<file path="config.mk">
export PLATFORM = sky130hd
export DESIGN_NAME = dsl_top
export DESIGN_NICKNAME = d
export VERILOG_FILES = /design/src/inc/dsl_pkg.sv /design/src/dsl_top.sv /design/src/dsl_sync.sv /design/src/dsl_buf.sv
export SDC_FILE = /design/constraint.sdc
export NUM_CORES = 1
export LEC_CHECK = 0
export ABC_AREA = 1
export BUFFER_PORTS_ARGS = -buffer_cell sky130_fd_sc_hd__buf_2
export CORE_UTILIZATION = 55
export CTS_CLUSTER_DIAMETER = 30
export DETAILED_ROUTE_END_ITERATION = 10
export PLACE_DENSITY = 0.8
export RECOVER_POWER = 50
export SYNTH_ARGS = -nofsm -noshare
export SYNTH_HDL_FRONTEND = slang
export SYNTH_SLANG_ARGS = --single-unit
</file>
<file path="constraint.sdc">
create_clock -name ref_clk_i -period 2.9 [get_ports ref_clk_i]
set_input_delay 0.58 -clock ref_clk_i [delete_from_list [all_inputs] [get_ports ref_clk_i]]
set_output_delay 0.58 -clock ref_clk_i [all_outputs]
set_load 0.005 [all_outputs]
</file>
<file path="src/inc/dsl_pkg.sv">
// Shared constants for the converter serial load interface
package dsl_pkg;
  localparam int unsigned WORD_BITS = 16;
  localparam logic [15:0] WORD_RESET = 16'h0000;
  localparam logic [15:0] LATCH_RESET = 16'h0000;
  localparam logic [5:0] BIT_COUNT_RESET = 6'h00;
  localparam logic [4:0] PIN_SYNC_RESET = 5'h1B;
  localparam logic SCLK_IDLE = 1'h1;
  localparam logic CS_N_IDLE = 1'h1;
  localparam logic LOAD_N_IDLE = 1'h1;
  localparam logic SDO_RESET = 1'h0;
  localparam int unsigned SYNC_STAGES = 2;
  localparam int unsigned BUF_DEPTH = 2;
endpackage : dsl_pkg

</file>
<file path="src/dsl_top.sv">
// Serial load interface of a 16-bit converter: shift, input register and latch
// Contract
// - Load low: latch follows each new word
// - Load high: latch holds its value
// - Load falling copies input register to latch
// - Word is sixteen bits in shift register
// - Chip select low frames and enables shifting
// - Sample data on rising serial clock
// - Short frames are not loaded; their bits stay in shift register
// - Long frames keep last sixteen bits
// - Mode high: readback input register on output
// - Readback then zeros; keep last sixteen
// - Mode low: chain bits out on falling
// - Chain mode stops shifting at select high
// - Chain mode loads on select rising edge
// - Words travel most significant bit first
`timescale 1ns/1ps
module dsl_top #(
  parameter int unsigned WORD_W = dsl_pkg::WORD_BITS
) (
  input wire logic ref_clk_i,
  input wire logic reset_i,
  input wire logic serial_clk_i,
  input wire logic chip_select_n_i,
  input wire logic serial_data_i,
  input wire logic load_strobe_n_i,
  input wire logic readout_mode_select_i,
  output logic serial_data_o,
  output logic [WORD_W-1:0] input_word_o,
  output logic [WORD_W-1:0] latch_word_o,
  output logic latch_update_o
);
  localparam int unsigned CW = $clog2(WORD_W) + 2;

  // Edge of a synchronised level, found against its copy from the cycle before
  function automatic logic level_rose(input logic now_lvl, input logic was_lvl);
    return now_lvl && !was_lvl;
  endfunction : level_rose

  function automatic logic level_fell(input logic now_lvl, input logic was_lvl);
    return !now_lvl && was_lvl;
  endfunction : level_fell

  // Pin levels crossing into the reference clock domain
  logic [4:0] pins_sync;
  logic sclk_s;
  logic cs_n_s;
  logic sdi_s;
  logic load_n_s;
  logic mode_s;

  wire [4:0] pins_async = {
    serial_clk_i,
    chip_select_n_i,
    serial_data_i,
    load_strobe_n_i,
    readout_mode_select_i
  };

  dsl_sync #(
    .WIDTH(5),
    .INIT(dsl_pkg::PIN_SYNC_RESET)
  ) u_sync (
    .ref_clk_i(ref_clk_i),
    .reset_i(reset_i),
    .async_i(pins_async),
    .sync_o(pins_sync)
  );

  assign {sclk_s, cs_n_s, sdi_s, load_n_s, mode_s} = pins_sync;

  logic sclk_d_ff;
  logic cs_n_d_ff;
  logic load_n_d_ff;
  logic [WORD_W-1:0] shift_ff;
  logic [WORD_W-1:0] readback_ff;
  logic [CW-1:0] count_ff;
  logic [WORD_W-1:0] input_ff;
  logic [WORD_W-1:0] latch_ff;
  logic sdo_ff;
  logic update_ff;

  wire sclk_rise = level_rose(sclk_s, sclk_d_ff);
  wire sclk_fall = level_fell(sclk_s, sclk_d_ff);
  wire cs_fall = level_fell(cs_n_s, cs_n_d_ff);
  wire cs_rise = level_rose(cs_n_s, cs_n_d_ff);
  wire load_fall = level_fell(load_n_s, load_n_d_ff);
  wire in_frame = !cs_n_s;
  wire shift_en = in_frame && sclk_rise;
  wire [CW-1:0] full_count = CW'(WORD_W);
  wire count_sat = (count_ff >= full_count);
  wire frame_valid = count_sat;
  wire [WORD_W-1:0] shift_next = {shift_ff[WORD_W-2:0], sdi_s};
  wire stand_alone = mode_s;

  // Completed frames queue for the input register
  logic buf_in_ready;
  logic buf_out_valid;
  logic [WORD_W-1:0] buf_out_data;
  wire frame_push = cs_rise && frame_valid;

  dsl_buf #(
    .WIDTH(WORD_W),
    .DEPTH(dsl_pkg::BUF_DEPTH)
  ) u_buf (
    .ref_clk_i(ref_clk_i),
    .reset_i(reset_i),
    .in_valid_i(frame_push),
    .in_ready_o(buf_in_ready),
    .in_data_i(shift_ff),
    .out_valid_o(buf_out_valid),
    .out_ready_i(1'b1),
    .out_data_o(buf_out_data)
  );

  wire word_loaded = buf_out_valid;

  // Latch source: fresh word while load low, else the held input register
  wire latch_from_new = word_loaded && !load_n_s;
  wire latch_from_input = load_fall && !word_loaded;
  wire latch_take = latch_from_new || latch_from_input;
  wire [WORD_W-1:0] latch_src = latch_from_new ? buf_out_data : input_ff;

  // Readout bit for this serial clock
  // Past the first falling edge the copy shifts in the same cycle, so take the bit behind its top
  wire sdo_next_sa = (count_ff != '0) ? readback_ff[WORD_W-2] : readback_ff[WORD_W-1];
  wire sdo_next_dc = shift_ff[WORD_W-1];
  wire sdo_next = stand_alone ? sdo_next_sa : sdo_next_dc;

  // Next values of every register; the clocked blocks below only load them
  logic nxt_sclk_d;
  logic nxt_cs_n_d;
  logic nxt_load_n_d;
  logic [CW-1:0] nxt_count;
  logic [WORD_W-1:0] nxt_shift;
  logic [WORD_W-1:0] nxt_readback;
  logic nxt_sdo;
  logic [WORD_W-1:0] nxt_input;
  logic [WORD_W-1:0] nxt_latch;
  logic nxt_update;

  assign nxt_sclk_d = sclk_s;
  assign nxt_cs_n_d = cs_n_s;
  assign nxt_load_n_d = load_n_s;

  // Bit counter restarts at frame start and stops at one full word
  wire count_step = shift_en && !count_sat;
  wire [CW-1:0] count_inc = count_ff + CW'(1);
  assign nxt_count = cs_fall ? '0 : (count_step ? count_inc : count_ff);

  assign nxt_shift = shift_en ? shift_next : shift_ff;

  // Readback copy is loaded at frame start and drains zeros behind it
  wire readback_step = in_frame && sclk_fall && (count_ff != '0);
  wire [WORD_W-1:0] readback_shifted = {readback_ff[WORD_W-2:0], 1'b0};
  assign nxt_readback = cs_fall ? input_ff : (readback_step ? readback_shifted : readback_ff);

  // Output changes only at the select falling edge and on falling serial clock edges inside a frame
  wire sdo_load = in_frame && (cs_fall || sclk_fall);
  wire sdo_first = stand_alone ? input_ff[WORD_W-1] : shift_ff[WORD_W-1];
  assign nxt_sdo = sdo_load ? (cs_fall ? sdo_first : sdo_next) : sdo_ff;

  assign nxt_input = word_loaded ? buf_out_data : input_ff;
  assign nxt_latch = latch_take ? latch_src : latch_ff;
  assign nxt_update = latch_take;

  // Delayed levels start at the idle pin levels so that no false edge follows reset
  always_ff @(posedge ref_clk_i) begin
    if (reset_i) begin
      sclk_d_ff <= dsl_pkg::SCLK_IDLE;
    end else begin
      sclk_d_ff <= nxt_sclk_d;
    end
  end

  always_ff @(posedge ref_clk_i) begin
    if (reset_i) begin
      cs_n_d_ff <= dsl_pkg::CS_N_IDLE;
    end else begin
      cs_n_d_ff <= nxt_cs_n_d;
    end
  end

  always_ff @(posedge ref_clk_i) begin
    if (reset_i) begin
      load_n_d_ff <= dsl_pkg::LOAD_N_IDLE;
    end else begin
      load_n_d_ff <= nxt_load_n_d;
    end
  end

  always_ff @(posedge ref_clk_i) begin
    if (reset_i) begin
      count_ff <= CW'(dsl_pkg::BIT_COUNT_RESET);
    end else begin
      count_ff <= nxt_count;
    end
  end

  always_ff @(posedge ref_clk_i) begin
    if (reset_i) begin
      shift_ff <= dsl_pkg::WORD_RESET;
    end else begin
      shift_ff <= nxt_shift;
    end
  end

  always_ff @(posedge ref_clk_i) begin
    if (reset_i) begin
      readback_ff <= dsl_pkg::WORD_RESET;
    end else begin
      readback_ff <= nxt_readback;
    end
  end

  always_ff @(posedge ref_clk_i) begin
    if (reset_i) begin
      sdo_ff <= dsl_pkg::SDO_RESET;
    end else begin
      sdo_ff <= nxt_sdo;
    end
  end

  always_ff @(posedge ref_clk_i) begin
    if (reset_i) begin
      input_ff <= dsl_pkg::WORD_RESET;
    end else begin
      input_ff <= nxt_input;
    end
  end

  always_ff @(posedge ref_clk_i) begin
    if (reset_i) begin
      latch_ff <= dsl_pkg::LATCH_RESET;
    end else begin
      latch_ff <= nxt_latch;
    end
  end

  always_ff @(posedge ref_clk_i) begin
    if (reset_i) begin
      update_ff <= 1'b0;
    end else begin
      update_ff <= nxt_update;
    end
  end

  assign serial_data_o = sdo_ff;
  assign input_word_o = input_ff;
  assign latch_word_o = latch_ff;
  assign latch_update_o = update_ff;

  wire unused_ready = buf_in_ready;
endmodule : dsl_top

</file>
<file path="src/dsl_sync.sv">
// Two flip-flop synchroniser for a bundle of pin levels
`timescale 1ns/1ps
module dsl_sync #(
  parameter int unsigned WIDTH = 1,
  parameter logic [WIDTH-1:0] INIT = '0
) (
  input wire logic ref_clk_i,
  input wire logic reset_i,
  input wire logic [WIDTH-1:0] async_i,
  output logic [WIDTH-1:0] sync_o
);
  logic [WIDTH-1:0] meta_ff;
  logic [WIDTH-1:0] sync_ff;

  always_ff @(posedge ref_clk_i) begin
    if (reset_i) begin
      meta_ff <= INIT;
      sync_ff <= INIT;
    end else begin
      meta_ff <= async_i;
      sync_ff <= meta_ff;
    end
  end

  assign sync_o = sync_ff;
endmodule : dsl_sync

</file>
<file path="src/dsl_buf.sv">
// Two-entry valid/ready buffer for completed words
`timescale 1ns/1ps
module dsl_buf #(
  parameter int unsigned WIDTH = 16,
  parameter int unsigned DEPTH = 2
) (
  input wire logic ref_clk_i,
  input wire logic reset_i,
  input wire logic in_valid_i,
  output logic in_ready_o,
  input wire logic [WIDTH-1:0] in_data_i,
  output logic out_valid_o,
  input wire logic out_ready_i,
  output logic [WIDTH-1:0] out_data_o
);
  localparam int unsigned AW = (DEPTH > 1) ? $clog2(DEPTH) : 1;
  logic [WIDTH-1:0] mem_ff [DEPTH];
  logic [AW-1:0] wr_ff;
  logic [AW-1:0] rd_ff;
  logic [AW:0] cnt_ff;
  wire push = in_valid_i && in_ready_o;
  wire pop = out_valid_o && out_ready_i;
  wire [AW-1:0] wr_next = (wr_ff == AW'(DEPTH - 1)) ? '0 : wr_ff + 1'b1;
  wire [AW-1:0] rd_next = (rd_ff == AW'(DEPTH - 1)) ? '0 : rd_ff + 1'b1;

  assign in_ready_o = (cnt_ff != (AW + 1)'(DEPTH));
  assign out_valid_o = (cnt_ff != '0);
  assign out_data_o = mem_ff[rd_ff];

  always_ff @(posedge ref_clk_i) begin
    if (push) begin
      mem_ff[wr_ff] <= in_data_i;
    end
  end

  always_ff @(posedge ref_clk_i) begin
    if (reset_i) begin
      wr_ff <= '0;
      rd_ff <= '0;
      cnt_ff <= '0;
    end else begin
      if (push) wr_ff <= wr_next;
      if (pop) rd_ff <= rd_next;
      cnt_ff <= cnt_ff + (AW + 1)'(push) - (AW + 1)'(pop);
    end
  end
endmodule : dsl_buf

</file>
==> flow_metrics.env <==
export IMPL_buffer_ports_inserted=40
export IMPL_max_slew_worst_pin_slew_ns=1.37
export IMPL_die_y_um=93.8
export IMPL_htree_num_levels=4
export IMPL_synth_area_top_cells="sky130_fd_sc_hd__dfxtp_1 39%, sky130_fd_sc_hd__edfxtp_1 21%, sky130_fd_sc_hd__nand2_1 10%"
export IMPL_p_leak_uw=0.00224
export IMPL_timing_critical_path_cells="inv_1 -> nand2_1 -> inv_2 -> nor2_1 -> inv_1 -> nor3_1"
export IMPL_power_frac_clock_pct=55.2
export IMPL_worstPathArrival_ns=2.52
export IMPL_critPathLaunchType="flop"
export IMPL_critPathSlowestCell="sky130_fd_sc_hd__nand2_1"
export IMPL_ys_seq_elements=122
export IMPL_setup_tns_final_ns=0
export IMPL_synth_largest_area_cell="sky130_fd_sc_hd__dfxtp_1"
export IMPL_fin_skew_ns=0.00617
export IMPL_synthesized_nets=535
export IMPL_antenna_violating_nets_post_route=0
export IMPL_switch_pwr_uw=870
export IMPL_via_count=3804
export IMPL_cp_end_kind="flop"
export IMPL_comb_power_share_pct=2.2
export IMPL_worst_path_buf_inv=3
export IMPL_synth_yosys_warnings=0
export IMPL_floorplan_die_width_um=93.8
export IMPL_critical_path_top_delay_family="simple AND/OR/NAND/NOR gates"
export IMPL_cts_tree="done"
export IMPL_setup_viol=0
export IMPL_synth_largest_type_area_fraction_pct=38.9
export IMPL_utilization_pct=67.0
export IMPL_antenna_cells=0
export IMPL_grt_remaining_overflow=0
export IMPL_grt_setup_unrepaired="no"
export IMPL_min_delay_path_class="in2reg"
export IMPL_maximum_number_of_pins_on_one_net_before_global_route_repair=36
export IMPL_crit_path_max_fanout=22
export IMPL_detailedPlace_worstSlack_ns=1.10
export IMPL_holdBufCountCts=0
export IMPL_crit_type="reg2reg"
export IMPL_final_layout_size_suffix_gt1_share_pct=12.6
export IMPL_final_common_cell="sky130_fd_sc_hd__nand2_1"
export IMPL_post_synth_cell_area_avg_sq_um=8.81
export IMPL_routed_wire_length_per_instance_um=15.1
export IMPL_crit_required_ns=3.33
export IMPL_clock_sinks=122
export IMPL_gpl_congestion=0.759
export IMPL_timing_hold_worst_path_depth=2
export IMPL_floorplan_die_area_sq_mm=0.00880
export IMPL_sequentialPowerShare_pct=42.6
export IMPL_dp_hpwl_um=6440
export IMPL_drt_first_iter_violations=214
export IMPL_placementRows=33
export IMPL_initial_utilization_pct=56.7
export IMPL_cp_common_cell="sky130_fd_sc_hd__inv_1"
export IMPL_total_power_consumption_of_the_routed_design_uw=4160
export IMPL_finalCriticalPeriod_ns=2.09
export IMPL_synth_cell_type_count=27
export IMPL_clockRootBuffer="sky130_fd_sc_hd__clkbuf_8"
export IMPL_timing_max_cap_violations=0
export IMPL_synthesized_instance_count=526
export IMPL_post_cts_repair_resize_count=0
export IMPL_groute_usage_overall_pct=24.7
export IMPL_power_per_cell_area_mw_per_mm2=760
export IMPL_syn_to_final_growth_pct=18.2
export IMPL_post_cts_repair_setup_buffers=0
export IMPL_post_route_worst_setup_slack_ns=0.811
export IMPL_cts_reportedPaths_clkPinSlew_ns=0.06
export IMPL_finalHoldViolCount=0
export IMPL_swShare_pct=20.9
export IMPL_max_slew_margin_pct=8.92
export IMPL_slowest_stage_delay_on_critical_path_ns=0.56
export IMPL_internal_power_uw=3290
export IMPL_numCtsBuffers=17
export IMPL_worst_r2r_cell_count=6
export IMPL_wire_length_of_the_first_global_routing_pass_um=16300
export IMPL_synth_sequential_area_ratio_pct=59.6
export IMPL_antenna_found_initial=0
export IMPL_top_level_ports=41
export IMPL_first_global_vias=3467
export IMPL_clock_tree_buffer_depth=2
export IMPL_crit_cells=6
export IMPL_layout_common_cells="130 x sky130_fd_sc_hd__nand2_1, 90 x sky130_fd_sc_hd__dfxtp_1, 76 x sky130_fd_sc_hd__nor2_1"
export IMPL_vias_per_cell=5.56
export IMPL_fmax_ghz=0.479
export IMPL_firstDrtPassIters=5
export IMPL_outcome="finished, final reports clean"
export IMPL_drt_drc_violations_left=0
export IMPL_post_route_period_util_pct=72.0
export IMPL_drv_slew=0
export IMPL_clk_latency_ns=0.51
export IMPL_totalWireLength_um=10400
export IMPL_nets=575
export IMPL_vdd_drop_max_mv=0.448
export IMPL_timing_hold_ws_ns=0.245
export IMPL_post_synth_instance_area_sq_mm=0.00464
export IMPL_core_region_sq_mm=0.00818
-- cell usage after synthesis --
master / instances
sky130_fd_sc_hd__nor3_1: 1
sky130_fd_sc_hd__nand4_1: 3
sky130_fd_sc_hd__a21oi_1: 18
sky130_fd_sc_hd__nor3_4: 1
sky130_fd_sc_hd__ha_1: 2
sky130_fd_sc_hd__buf_6: 4
sky130_fd_sc_hd__inv_2: 1
sky130_fd_sc_hd__buf_4: 2
sky130_fd_sc_hd__nor2_2: 1
sky130_fd_sc_hd__nand2_2: 1
sky130_fd_sc_hd__nor3b_2: 1
sky130_fd_sc_hd__nor2_4: 2
sky130_fd_sc_hd__nor2_1: 76
sky130_fd_sc_hd__a31oi_1: 29
sky130_fd_sc_hd__nand2_4: 2
sky130_fd_sc_hd__buf_2: 7
sky130_fd_sc_hd__o21ai_1: 1
sky130_fd_sc_hd__o211ai_1: 3
sky130_fd_sc_hd__inv_1: 25
sky130_fd_sc_hd__nand3_1: 31
sky130_fd_sc_hd__clkbuf_1: 14
sky130_fd_sc_hd__edfxtp_1: 32
sky130_fd_sc_hd__nand2_1: 129
sky130_fd_sc_hd__o21ai_0: 40
sky130_fd_sc_hd__nand4_2: 1
sky130_fd_sc_hd__dfxtp_1: 90
sky130_fd_sc_hd__or2_2: 9
-- sequential cells by signal (all words and copies together), names as in the netlist, named ones only --
name,flops
u_buf.mem_ff,32
input_word_o,16
latch_word_o,16
readback_ff,16
shift_ff,16
count_ff,6
u_sync.meta_ff,5
u_sync.sync_o,5
u_buf.cnt_ff,2
cs_n_d_ff,1
latch_update_o,1
load_n_d_ff,1
sclk_d_ff,1
serial_data_o,1
u_buf.rd_ff,1
u_buf.wr_ff,1
-- worst paths after layout --
kind | from | end | slack, ns
worst max-delay path | u_sync.sync_o[3]$_SDFF_PP1_ | count_ff[2]$_SDFFE_PP0P_ | 0.81
worst min-delay path | readout_mode_select_i | u_sync.meta_ff[0]$_SDFF_PP1_ | 0.25
worst max register to register | u_sync.sync_o[3]$_SDFF_PP1_ | count_ff[2]$_SDFFE_PP0P_ | 0.81
worst min register to register | u_sync.meta_ff[2]$_SDFF_PP0_ | u_sync.sync_o[2]$_SDFF_PP0_ | 0.40
-- metal layers --
metal  GRT usage, %  share of wire (%)  vias up
li1               -                  -     1831
met2           40.0                 50      137
met4           13.6                2.7        0
met1           29.0                 41     1804
met5              0                  0        -
met3           7.85                6.1       32
-- power by group through the flow --
| stage | Sequential, uW | Clock [uW] | Combinational [uW] |
|---|---|---|---|
| 5_1_grt | 1770 | 2410 | 106 |
| 2_1_floorplan | 1810 | 0 | 73.9 |
| 6_report | 1770 | 2300 | 93.6 |
| 3_3_place_gp | 1810 | 0 | 91.8 |
| 3_5_place_dp | 1810 | 0 | 94.5 |
| 4_1_cts | 1770 | 2320 | 95.7 |
-- layout make-up --
| cell class | instances | area [sq um] |
|---|---|---|
| clock buffer | 17 | 414 |
| clock inverter | 15 | 236 |
| fill | 617 | 2700 |
| inverter | 26 | 97.6 |
| multi-input combinational | 351 | 1610 |
| sequential | 122 | 2760 |
| tap | 105 | 131 |
| timing repair buffer | 48 | 223 |
-- kinds of logic after synthesis --
family	after synthesis	share of synthesized area [%]
fa+ha+maj	2	0.540
simple gates	258	23.8
buf+inv	53	5.29
compound gates	91	10.8
flops	122	59.6
-- through the flow --
stage / cell area, sq um / std cells
after global placement: 4880 / 652
after CTS: 5530 / 684
final: 5480 / 684
after floorplan: 4640 / 526
after global routing: 5480 / 684
after detailed placement: 4880 / 652
No activity file was read; power rests on OpenSTA's default activity.
